**config.mk**
```make
export PLATFORM = sky130hd
export DESIGN_NAME = host_interrupt_and_mailbox
export DESIGN_NICKNAME = d
export VERILOG_FILES = /design/src/inc/host_irq_pkg.sv /design/src/rtl/event_latch.sv /design/src/rtl/host_interrupt_and_mailbox.sv
export VERILOG_INCLUDE_DIRS = /design/src /design/src/inc
export SDC_FILE = /design/constraint.sdc
export NUM_CORES = 1
export LEC_CHECK = 0
export BUFFER_PORTS_ARGS = -buffer_cell sky130_fd_sc_hd__clkbuf_2
export CAP_MARGIN = 0
export CORE_ASPECT_RATIO = 1.5
export CORE_MARGIN = 5
export CORE_UTILIZATION = 49
export CTS_CLUSTER_DIAMETER = 200
export DETAILED_ROUTE_END_ITERATION = 8
export PLACE_DENSITY_LB_ADDON = 0.08
export SKIP_LAST_GASP = 1
export SLEW_MARGIN = 20
export SYNTH_ARGS = -nofsm -noshare
export SYNTH_HDL_FRONTEND = slang
export SYNTH_SLANG_ARGS = --single-unit
export TNS_END_PERCENT = 10
```
**constraint.sdc**
```tcl
create_clock -name clock -period 2.8 [get_ports clock]
set_input_delay 0.84 -clock clock [delete_from_list [all_inputs] [get_ports clock]]
set_output_delay 0.84 -clock clock [all_outputs]
set_load 0.01 [all_outputs]
```
**src/inc/host_irq_defines.svh**
```systemverilog
// offsets, field positions and reset values for the host interrupt and mailbox block
`ifndef HOST_IRQ_DEFINES_SVH
`define HOST_IRQ_DEFINES_SVH
`define REG_ADDR_W 12
`define HIE_OFFSET 12'h4E4
`define MBOX_OFFSET 12'h4E8
`define LIE_OFFSET 12'h4F4
`define EVT_W 10
`define ST_MSB 9
`define EN_LSB 16
`define EN_MSB 25
`define MBOX_IRQ_BIT 24
`define MBOX_B1_MSB 15
`define MBOX_B0_LSB 0
`define LIE_MBOX_ST_BIT 3
`define LIE_MBOX_EN_BIT 19
`define ST_RSVD_MASK 10'h004
`define ST_LIVE_MASK 10'h0C0
`define ST_LIVE_IN_BIT 6
`define ST_LIVE_OUT_BIT 7
`define EN_RESET 10'h000
`define ST_RESET 10'h000
`define MBOX_RESET 16'h0000
`define RDATA_RESET 32'h0000_0000
`endif

```
**src/inc/host_irq_pkg.sv**
```systemverilog
// types shared by the host interrupt and mailbox block
package host_irq_pkg;
	typedef logic [9:0] event_vec_t;
	typedef logic [15:0] mbox_data_t;
	typedef logic [31:0] word_t;
	typedef logic [11:0] reg_addr_t;
	typedef enum logic [1:0] {
		SEL_NONE = 2'h0,
		SEL_HIE = 2'h1,
		SEL_MBOX = 2'h3,
		SEL_LIE = 2'h2
	} reg_sel_t;
endpackage : host_irq_pkg

```
**src/rtl/event_latch.sv**
```systemverilog
// sticky event bits: hardware set wins over a software clear in the same cycle
`timescale 1ns/1ps
module event_latch #(
	parameter int WIDTH = 10
) (
	input wire logic clock,
	input wire logic nrst,
	input wire logic [WIDTH-1:0] set,
	input wire logic [WIDTH-1:0] clr,
	output logic [WIDTH-1:0] q
);
	always_ff @(posedge clock or negedge nrst) begin
		if (!nrst) begin
			q <= '0;
		end else begin
			q <= set | (q & ~clr);
		end
	end
endmodule : event_latch

```
**src/rtl/host_interrupt_and_mailbox.sv**
```systemverilog
// host interrupt enable/status register and host-to-local mailbox
`timescale 1ns/1ps
`include "host_irq_defines.svh"

module host_interrupt_and_mailbox (
	input wire logic clock,
	input wire logic nrst,
	input wire logic soft_rst,
	input wire logic host_wr_en,
	input wire logic host_rd_en,
	input wire logic [11:0] host_addr,
	input wire logic [31:0] host_wdata,
	output logic [31:0] host_rdata,
	input wire logic local_wr_en,
	input wire logic local_rd_en,
	input wire logic [11:0] local_addr,
	input wire logic [31:0] local_wdata,
	output logic [31:0] local_rdata,
	input wire logic evt_local_ovf,
	input wire logic evt_pci_ovf,
	input wire logic evt_l2h_mailbox,
	input wire logic evt_ext_signal,
	input wire logic evt_dma_done,
	input wire logic inbound_q_bit3,
	input wire logic outbound_q_bit3,
	input wire logic evt_target_abort,
	input wire logic evt_master_abort,
	output logic host_irq,
	output logic local_irq
);
	function automatic host_irq_pkg::reg_sel_t decode(input logic [11:0] addr);
		unique case (addr)
			`HIE_OFFSET: decode = host_irq_pkg::SEL_HIE;
			`MBOX_OFFSET: decode = host_irq_pkg::SEL_MBOX;
			`LIE_OFFSET: decode = host_irq_pkg::SEL_LIE;
			default: decode = host_irq_pkg::SEL_NONE;
		endcase
	endfunction : decode

	host_irq_pkg::reg_sel_t host_sel;
	host_irq_pkg::reg_sel_t local_sel;
	host_irq_pkg::event_vec_t enable_reg;
	host_irq_pkg::event_vec_t latched;
	host_irq_pkg::event_vec_t live_reg;
	host_irq_pkg::event_vec_t status;
	host_irq_pkg::event_vec_t set_vec;
	host_irq_pkg::event_vec_t clr_vec;
	host_irq_pkg::mbox_data_t mbox_reg;
	logic lie_en_reg;
	logic lie_st;
	logic lie_set;
	logic lie_clr;
	logic host_hie_wr;
	logic host_mbox_wr;
	logic local_lie_wr;

	assign host_sel = decode(host_addr);
	assign local_sel = decode(local_addr);
	assign host_hie_wr = host_wr_en && (host_sel == host_irq_pkg::SEL_HIE);
	assign host_mbox_wr = host_wr_en && (host_sel == host_irq_pkg::SEL_MBOX);
	assign local_lie_wr = local_wr_en && (local_sel == host_irq_pkg::SEL_LIE);

	// event order from bit 0; reserved bit 2 and live bits 6/7 never latch
	assign set_vec = {evt_master_abort, evt_target_abort, 2'b00, evt_dma_done,
		evt_ext_signal, evt_l2h_mailbox, 1'b0, evt_pci_ovf, evt_local_ovf};
	assign clr_vec = host_hie_wr ? (host_wdata[`ST_MSB:0] & ~`ST_LIVE_MASK) : '0;

	event_latch #(
		.WIDTH(`EVT_W)
	) u_host_status (
		.clock(clock),
		.nrst(nrst),
		.set(set_vec),
		.clr(clr_vec),
		.q(latched)
	);

	// live mirrors of the queue not-empty flags, read only here
	always_ff @(posedge clock or negedge nrst) begin
		if (!nrst) begin
			live_reg <= `ST_RESET;
		end else begin
			live_reg <= '0;
			live_reg[`ST_LIVE_IN_BIT] <= inbound_q_bit3;
			live_reg[`ST_LIVE_OUT_BIT] <= outbound_q_bit3;
		end
	end

	assign status = (latched & ~`ST_RSVD_MASK) | (live_reg & `ST_LIVE_MASK);

	// host enables; soft reset does not touch them
	always_ff @(posedge clock or negedge nrst) begin
		if (!nrst) begin
			enable_reg <= `EN_RESET;
		end else if (host_hie_wr) begin
			enable_reg <= host_wdata[`EN_MSB:`EN_LSB] & ~`ST_RSVD_MASK;
		end
	end

	always_ff @(posedge clock or negedge nrst) begin
		if (!nrst) begin
			host_irq <= 1'b0;
		end else begin
			host_irq <= |(status & enable_reg);
		end
	end

	// mailbox data bytes written by the host
	always_ff @(posedge clock or negedge nrst) begin
		if (!nrst) begin
			mbox_reg <= `MBOX_RESET;
		end else if (host_mbox_wr) begin
			mbox_reg <= host_wdata[`MBOX_B1_MSB:`MBOX_B0_LSB];
		end
	end

	// local mailbox event: set by host bit 24, cleared by local write-one or soft reset
	assign lie_set = host_mbox_wr && host_wdata[`MBOX_IRQ_BIT];
	assign lie_clr = soft_rst || (local_lie_wr && local_wdata[`LIE_MBOX_ST_BIT]);

	event_latch #(
		.WIDTH(1)
	) u_local_mbox (
		.clock(clock),
		.nrst(nrst),
		.set(lie_set),
		.clr(lie_clr),
		.q(lie_st)
	);

	always_ff @(posedge clock or negedge nrst) begin
		if (!nrst) begin
			lie_en_reg <= 1'b0;
		end else if (local_lie_wr) begin
			lie_en_reg <= local_wdata[`LIE_MBOX_EN_BIT];
		end
	end

	always_ff @(posedge clock or negedge nrst) begin
		if (!nrst) begin
			local_irq <= 1'b0;
		end else begin
			local_irq <= lie_st && lie_en_reg;
		end
	end

	// registered read data, one cycle after the read strobe
	always_ff @(posedge clock or negedge nrst) begin
		if (!nrst) begin
			host_rdata <= `RDATA_RESET;
		end else if (host_rd_en) begin
			host_rdata <= `RDATA_RESET;
			if (host_sel == host_irq_pkg::SEL_HIE) begin
				host_rdata[`EN_MSB:`EN_LSB] <= enable_reg;
				host_rdata[`ST_MSB:0] <= status;
			end else if (host_sel == host_irq_pkg::SEL_MBOX) begin
				host_rdata[`MBOX_B1_MSB:`MBOX_B0_LSB] <= mbox_reg;
			end
		end
	end

	always_ff @(posedge clock or negedge nrst) begin
		if (!nrst) begin
			local_rdata <= `RDATA_RESET;
		end else if (local_rd_en) begin
			local_rdata <= `RDATA_RESET;
			if (local_sel == host_irq_pkg::SEL_MBOX) begin
				local_rdata[`MBOX_B1_MSB:`MBOX_B0_LSB] <= mbox_reg;
			end else if (local_sel == host_irq_pkg::SEL_LIE) begin
				local_rdata[`LIE_MBOX_EN_BIT] <= lie_en_reg;
				local_rdata[`LIE_MBOX_ST_BIT] <= lie_st;
			end
		end
	end
endmodule : host_interrupt_and_mailbox

```
# == Yosys cells after proc, flatten, opt, wreduce, memory -nomap -nowiden ==
# Index checks and enable logic that the tools add are counted.
# word_totals
out_inout_bits,66
input_bits,104
regBits,84
elab_cells,49
# op_classes
n_reduce_logical,8
n_eq_ne,10
n_bitwise,8
mux,13
# op_table
op,count
12-bit by 11-bit equality test with 1-bit output (second input constant),6
10-bit two-way mux,3
10-bit AND,2
16-bit two-way mux,1
12-bit two-way mux,1
2-bit case mux with 3 select lines,2
10-bit NOT,1
10-bit bitwise OR,1
10-bit by 8-bit bitwise OR with 10-bit output,1
10-bit OR reduction,1
2-bit equality test (second input constant),3
1-bit logical AND,6
6-bit two-way mux,1
1-bit two-way mux,4
3-bit two-way mux,1
2-bit by 1-bit equality test with 1-bit output (second input constant),1
1-bit AND,1
1-bit logical OR,1
1-bit NOT,1
1-bit bitwise OR,1

# == Depth between registers and ports, before layout ==
# logic_depth
depth_word,9
depth_mapped,6
mapped_depth_nobuf,4

# == Cells and area by module ==
# Synthesis repeated with hierarchy kept, for this count alone.
# unflattened
hier_cells,322
area_unflattened_um2,3708.6
# modules_own_cells
module,instances,area_per_inst_um2,cells_each
host_interrupt_and_mailbox,1,3309.4,289
event_latch at u_host_status,1,362.8,30
event_latch at u_local_mbox,1,36.3,3

# == Worst setup path after synthesis ==
# OpenSTA, ideal clock, no wires.
# synth_timing
path_type,input port to flip-flop
start,input port host_addr[9]
end,register enable_reg[7]
path_buffers,1
arrival_ns,2.372
path_slack_ns,0.304
cell_stages,4
t_required_ns,2.675
path_cell_list,or4b_4 -> nor4_4 -> buf_6 -> mux2_2
# synth_between
elab_chain_cells,4
word_cells_on_any_way,6
classes_between,eq/ne: 4; mux: 1; reduce/logical: 1
# synth_lines
item,line_no,text
from (decl),host_interrupt_and_mailbox.sv:11,"input wire logic [11:0] host_addr,"
12-bit by 11-bit equality test with 1-bit output,host_interrupt_and_mailbox.sv:32,unique case (addr)
2-bit case mux with 3 select lines *,host_interrupt_and_mailbox.sv:32,
2-bit by 1-bit equality test with 1-bit output *,host_interrupt_and_mailbox.sv:59,assign host_hie_wr = host_wr_en && (host_sel == host_irq_pkg::SEL_HIE);
1-bit logical AND *,host_interrupt_and_mailbox.sv:59,
to (signal assigned),host_interrupt_and_mailbox.sv:94,enable_reg <= `EN_RESET;
to (signal assigned),host_interrupt_and_mailbox.sv:96,enable_reg <= host_wdata[`EN_MSB:`EN_LSB] & ~`ST_RSVD_MASK;
to (decl),host_interrupt_and_mailbox.sv:42,host_irq_pkg::event_vec_t enable_reg;
# Every way passes the cells marked *; elsewhere a longest branch is shown, timed or not.
# A chain may end at the register's enable or synchronous reset.

# == Worst setup path in the final report ==
# layout_timing
start,input port host_addr[9]
end,register mbox_reg[0]
# layout_between
elab_chain_cells,4
word_cells_on_any_way,6
classes_between,eq/ne: 4; mux: 1; reduce/logical: 1
# layout_lines
item,line_no,text
12-bit by 11-bit equality test with 1-bit output,host_interrupt_and_mailbox.sv:32,
2-bit case mux with 3 select lines *,host_interrupt_and_mailbox.sv:32,
2-bit equality test *,host_interrupt_and_mailbox.sv:60,assign host_mbox_wr = host_wr_en && (host_sel == host_irq_pkg::SEL_MBOX);
1-bit logical AND *,host_interrupt_and_mailbox.sv:60,
to (signal assigned),host_interrupt_and_mailbox.sv:111,mbox_reg <= `MBOX_RESET;
to (signal assigned),host_interrupt_and_mailbox.sv:113,mbox_reg <= host_wdata[`MBOX_B1_MSB:`MBOX_B0_LSB];
to (decl),host_interrupt_and_mailbox.sv:48,host_irq_pkg::mbox_data_t mbox_reg;
# Marks and branches as above.

==> results.md <==
Power and ir drop:
- The static leakage is 2.24 nW.
- The worst voltage drop across the vdd grid is 0.314 mV.
- Power spread over the standard cell area amounts to 486 nW/um^2.

Final layout:
- The fraction of layout cells with a size suffix above 1 is 0.443.
- The number of flip-flops in the largest register is 25.
- The number of diodes is 0.
- From synthesis to final layout, the design area changed by 21.5%.
- After routing the design area is 4040 um^2.
- The layout net count is 459.

Timing:
- The upper clock frequency limit is 0.467 GHz.
- The worst slack on hold paths is 0.430 ns.
- The portion of the clock cycle consumed by the worst path in the final layout is 0.765.
- In this run the tightest slew margin relative to its limit is 0.540.
- Clock skew on the completed layout was measured at 0.00454 ns.
- The final total negative setup slack is 0 ns.
- The max-slew violation count is 0.
- Setup repair after global routing left no endpoint under its margin.
- The worst path in the final design needs a cycle of 2.14 ns, including I/O delays and setup.
- The count of endpoints failing setup in the final report is 0.
- The slew at the pin closest to its max-slew limit is 0.684 ns.
- The count of final hold-check violations was 0.

Detailed routing:
- The final wirelength is 7.32 mm.
- The final route contains 2295 vias.
- The per-cell via count in the routed design is 5.28.
- The post-detailed-route count of antenna-violating nets is 0.
- Before antenna repair, the detailed router went through 4 iterations.
- The detailed router finished its first iteration with 75 violations.
- In the routed design, unresolved DRC markers number 0.
- The average wire length per cell after detail routing is 16.8 um.

Critical path:
- For the worst setup path, the data required time is 3.03 ns.
- The largest fanout of any net on the critical path is 17.
- The worst flop-to-flop path startpoint is enable_reg[8]$_DFFE_PN0N_.
- The cell type of the slowest stage on the worst timing path is or4b_4.
- The nature of the critical path startpoint is a primary input.
- The endpoint kind of the worst setup timing path is a register.
- The kind of critical path is primary input to register.
- The largest stage delay on the critical path is 0.58 ns.
- The most critical setup path has its startpoint at host_addr[9].
- Traced cell by cell, the critical path runs through clkbuf_2 > or4b_4 > nor2_2 > nand4_4 > mux2_2.
- The data arrival time of the critical path is 2.37 ns.

Synthesis:
- Among all cell types in the netlist, the one instantiated most often is dfrtp_1.
- The dominant synthesized flop cell is dfrtp_1.
- Yosys mapped the design onto 36 distinct sky130hd cell types.
- The share of synthesized area in the top cell type comes to 0.602.
- Of all flip-flops after synthesis, the portion carrying an async set or reset was 1.00.
- By count the netlist is led by dfrtp_1, a22o_1, mux2_2, buf_4, a21o_1.
- Synthesis handed over a netlist of 240 instances.
- During synthesis, Yosys emitted a total of 0 warnings.
- The synthesized area per cell is 13.9 um^2.
- The post-synthesis cell type with the largest combined area is dfrtp_1.
- Yosys attributes the largest share of cell area to dfrtp_1, a22o_1, mux2_2.
- The cell area that synthesis handed to floorplanning was 3330 um^2.
- In this run, synthesis inferred 0 flip-flops with an integrated enable.
- Counting flops and latches in the post-synthesis netlist gives 80.
- Of the synthesized area, sequential elements account for 0.602.

Place:
- The final estimated routing congestion in global placement is 0.719.
- Buffers placed on the I/O ports in this run total 110.
- The placed wire-length estimate after detailed placement is 5.36 mm.
- Summing all placed instances gives a cell area of 3890 um^2.

Global routing:
- The total overflow reported by the global router is 0.
- The wire length of the first global-routing pass is 12.3 mm.
- The global routing usage summed across all routing layers is 0.179.
- The initial antenna violation count is 0.
- The number of global-route vias before repair is 2477.
- Entering global routing, the biggest net connects 48 pins.

Clock tree:
- The number of CTS-inserted buffers is 9.
- The clock insertion delay at the later pin of the skew report is 0.35 ns.
- The number of setup buffers added after CTS is 0.
- The TritonCTS clock tree is built.
- The number of cells upsized or downsized after cts is 0.
- In this run the number of H-tree levels came out at 3.
- The number of clock sinks seen by CTS is 80.
- The total of hold buffers inserted after clock tree synthesis is 0.
- In this run the deepest clock path goes through 2 buffers.
- The register clock-pin slew on the reported worst setup and hold paths is 0.07 ns.
- The library cell used as clock root buffer is clkbuf_8.

Status:
- The run finished with clean final reports.

Die:
- From left edge to right edge, the die measures 77.3 um.
- After floorplanning, the core was divided into 36 placement rows.
- Pin placement for this block handled 170 I/O pins.
- For this configuration, the core starts out at a cell density of 0.506.
- The die covers 8570 um^2.
- The vertical die dimension is 111 um.
- The standard cell core area is 6580 um^2.

Job:
- The max-capacitance violation count is 0.

Worst hold path:
- The min-delay analysis places its worst path in the category primary input to asynchronous set/reset pin.
-- logic make-up after synthesis --
| family | count (synthesis) | share of synthesized area |
|---|---|---|
| AO/OA/AOI/OAI | 64 | 0.161 |
| buffers and inverters | 37 | 0.0726 |
| flip-flops | 80 | 0.602 |
| multiplexers | 26 | 0.0880 |
| other | 1 | 0.00113 |
| AND/OR/NAND/NOR | 32 | 0.0749 |
-- path summary, 6_finish.rpt --
path / depth (start not counted) / to / slack (ns)
setup / recovery: 5 / mbox_reg[0]$_DFFE_PN0P_ / 0.66
hold / removal: 1 / mbox_reg[11]$_DFFE_PN0P_ / 0.43
setup reg to reg: 3 / host_irq$_DFF_PN0_ / 1.70
hold reg to reg: 1 / local_rdata[12]$_DFFE_PN0P_ / 0.50
max in group asynchronous: 2 / host_rdata[22]$_DFFE_PN0P_ / 1.77
min in group clock: 1 / local_rdata[12]$_DFFE_PN0P_ / 0.50
-- power by group --
group,switching (mW),total (mW),leakage (nW),internal (mW)
logic,0.0703,0.115,1.09,0.0444
registers,0.00240,1.16,1.08,1.16
clock network,0.368,0.686,0.0745,0.318
total,0.441,1.96,2.24,1.52
-- per-stage QoR --
stage / cells / total power [mW] / util / worst slack [ns]
after detailed placement: 420 / 1.30 / 0.592 / 0.250
after floorplan: 261 / 1.24 / - / 0.304
after CTS: 435 / 1.99 / 0.614 / 0.625
after global routing: 435 / 2.05 / 0.614 / 0.565
after global placement: 420 / 1.30 / 0.592 / 0.265
final: 435 / 1.96 / 0.614 / 0.658
-- layout make-up --
class                           instances  area [um^2]
Sequential cell                        80         2000
Tap cell                               76         95.1
Fill cell                             568         2540
Clock buffer                           14          143
Inverter                                5         18.8
Multi-Input combinational cell        144         1160
Clock inverter                          1         5.00
Timing Repair Buffer                  115          616
-- critical path, delay by kind of cell --
kind	cells	cell delay, ns
AND/OR/NAND/NOR	3	1.06
multiplexers	1	0.38
buffers and inverters	1	0.08
-- cell usage in the layout (no fill, tap or decap), types with 2 or more instances in the layout --
cell type and instances:
a22o_1 42, nand3b_1 3, buf_12 2, inv_1 4, nor4_4 2, clkbuf_8 9
conb_1 22, clkbuf_1 5, nor2b_1 2, clkbuf_2 109, a21o_1 16, and4_1 2
mux2_2 26, dfrtp_1 80, nand3_1 2, buf_4 4, nand2_1 8
-- routing by layer --
metal  share of wire  global-route usage
met1            0.40               0.216
met2            0.51               0.299
met3           0.078              0.0593
met4           0.016              0.0619
met5               0                   0
Note: power is estimated with default switching activity, not from simulation.
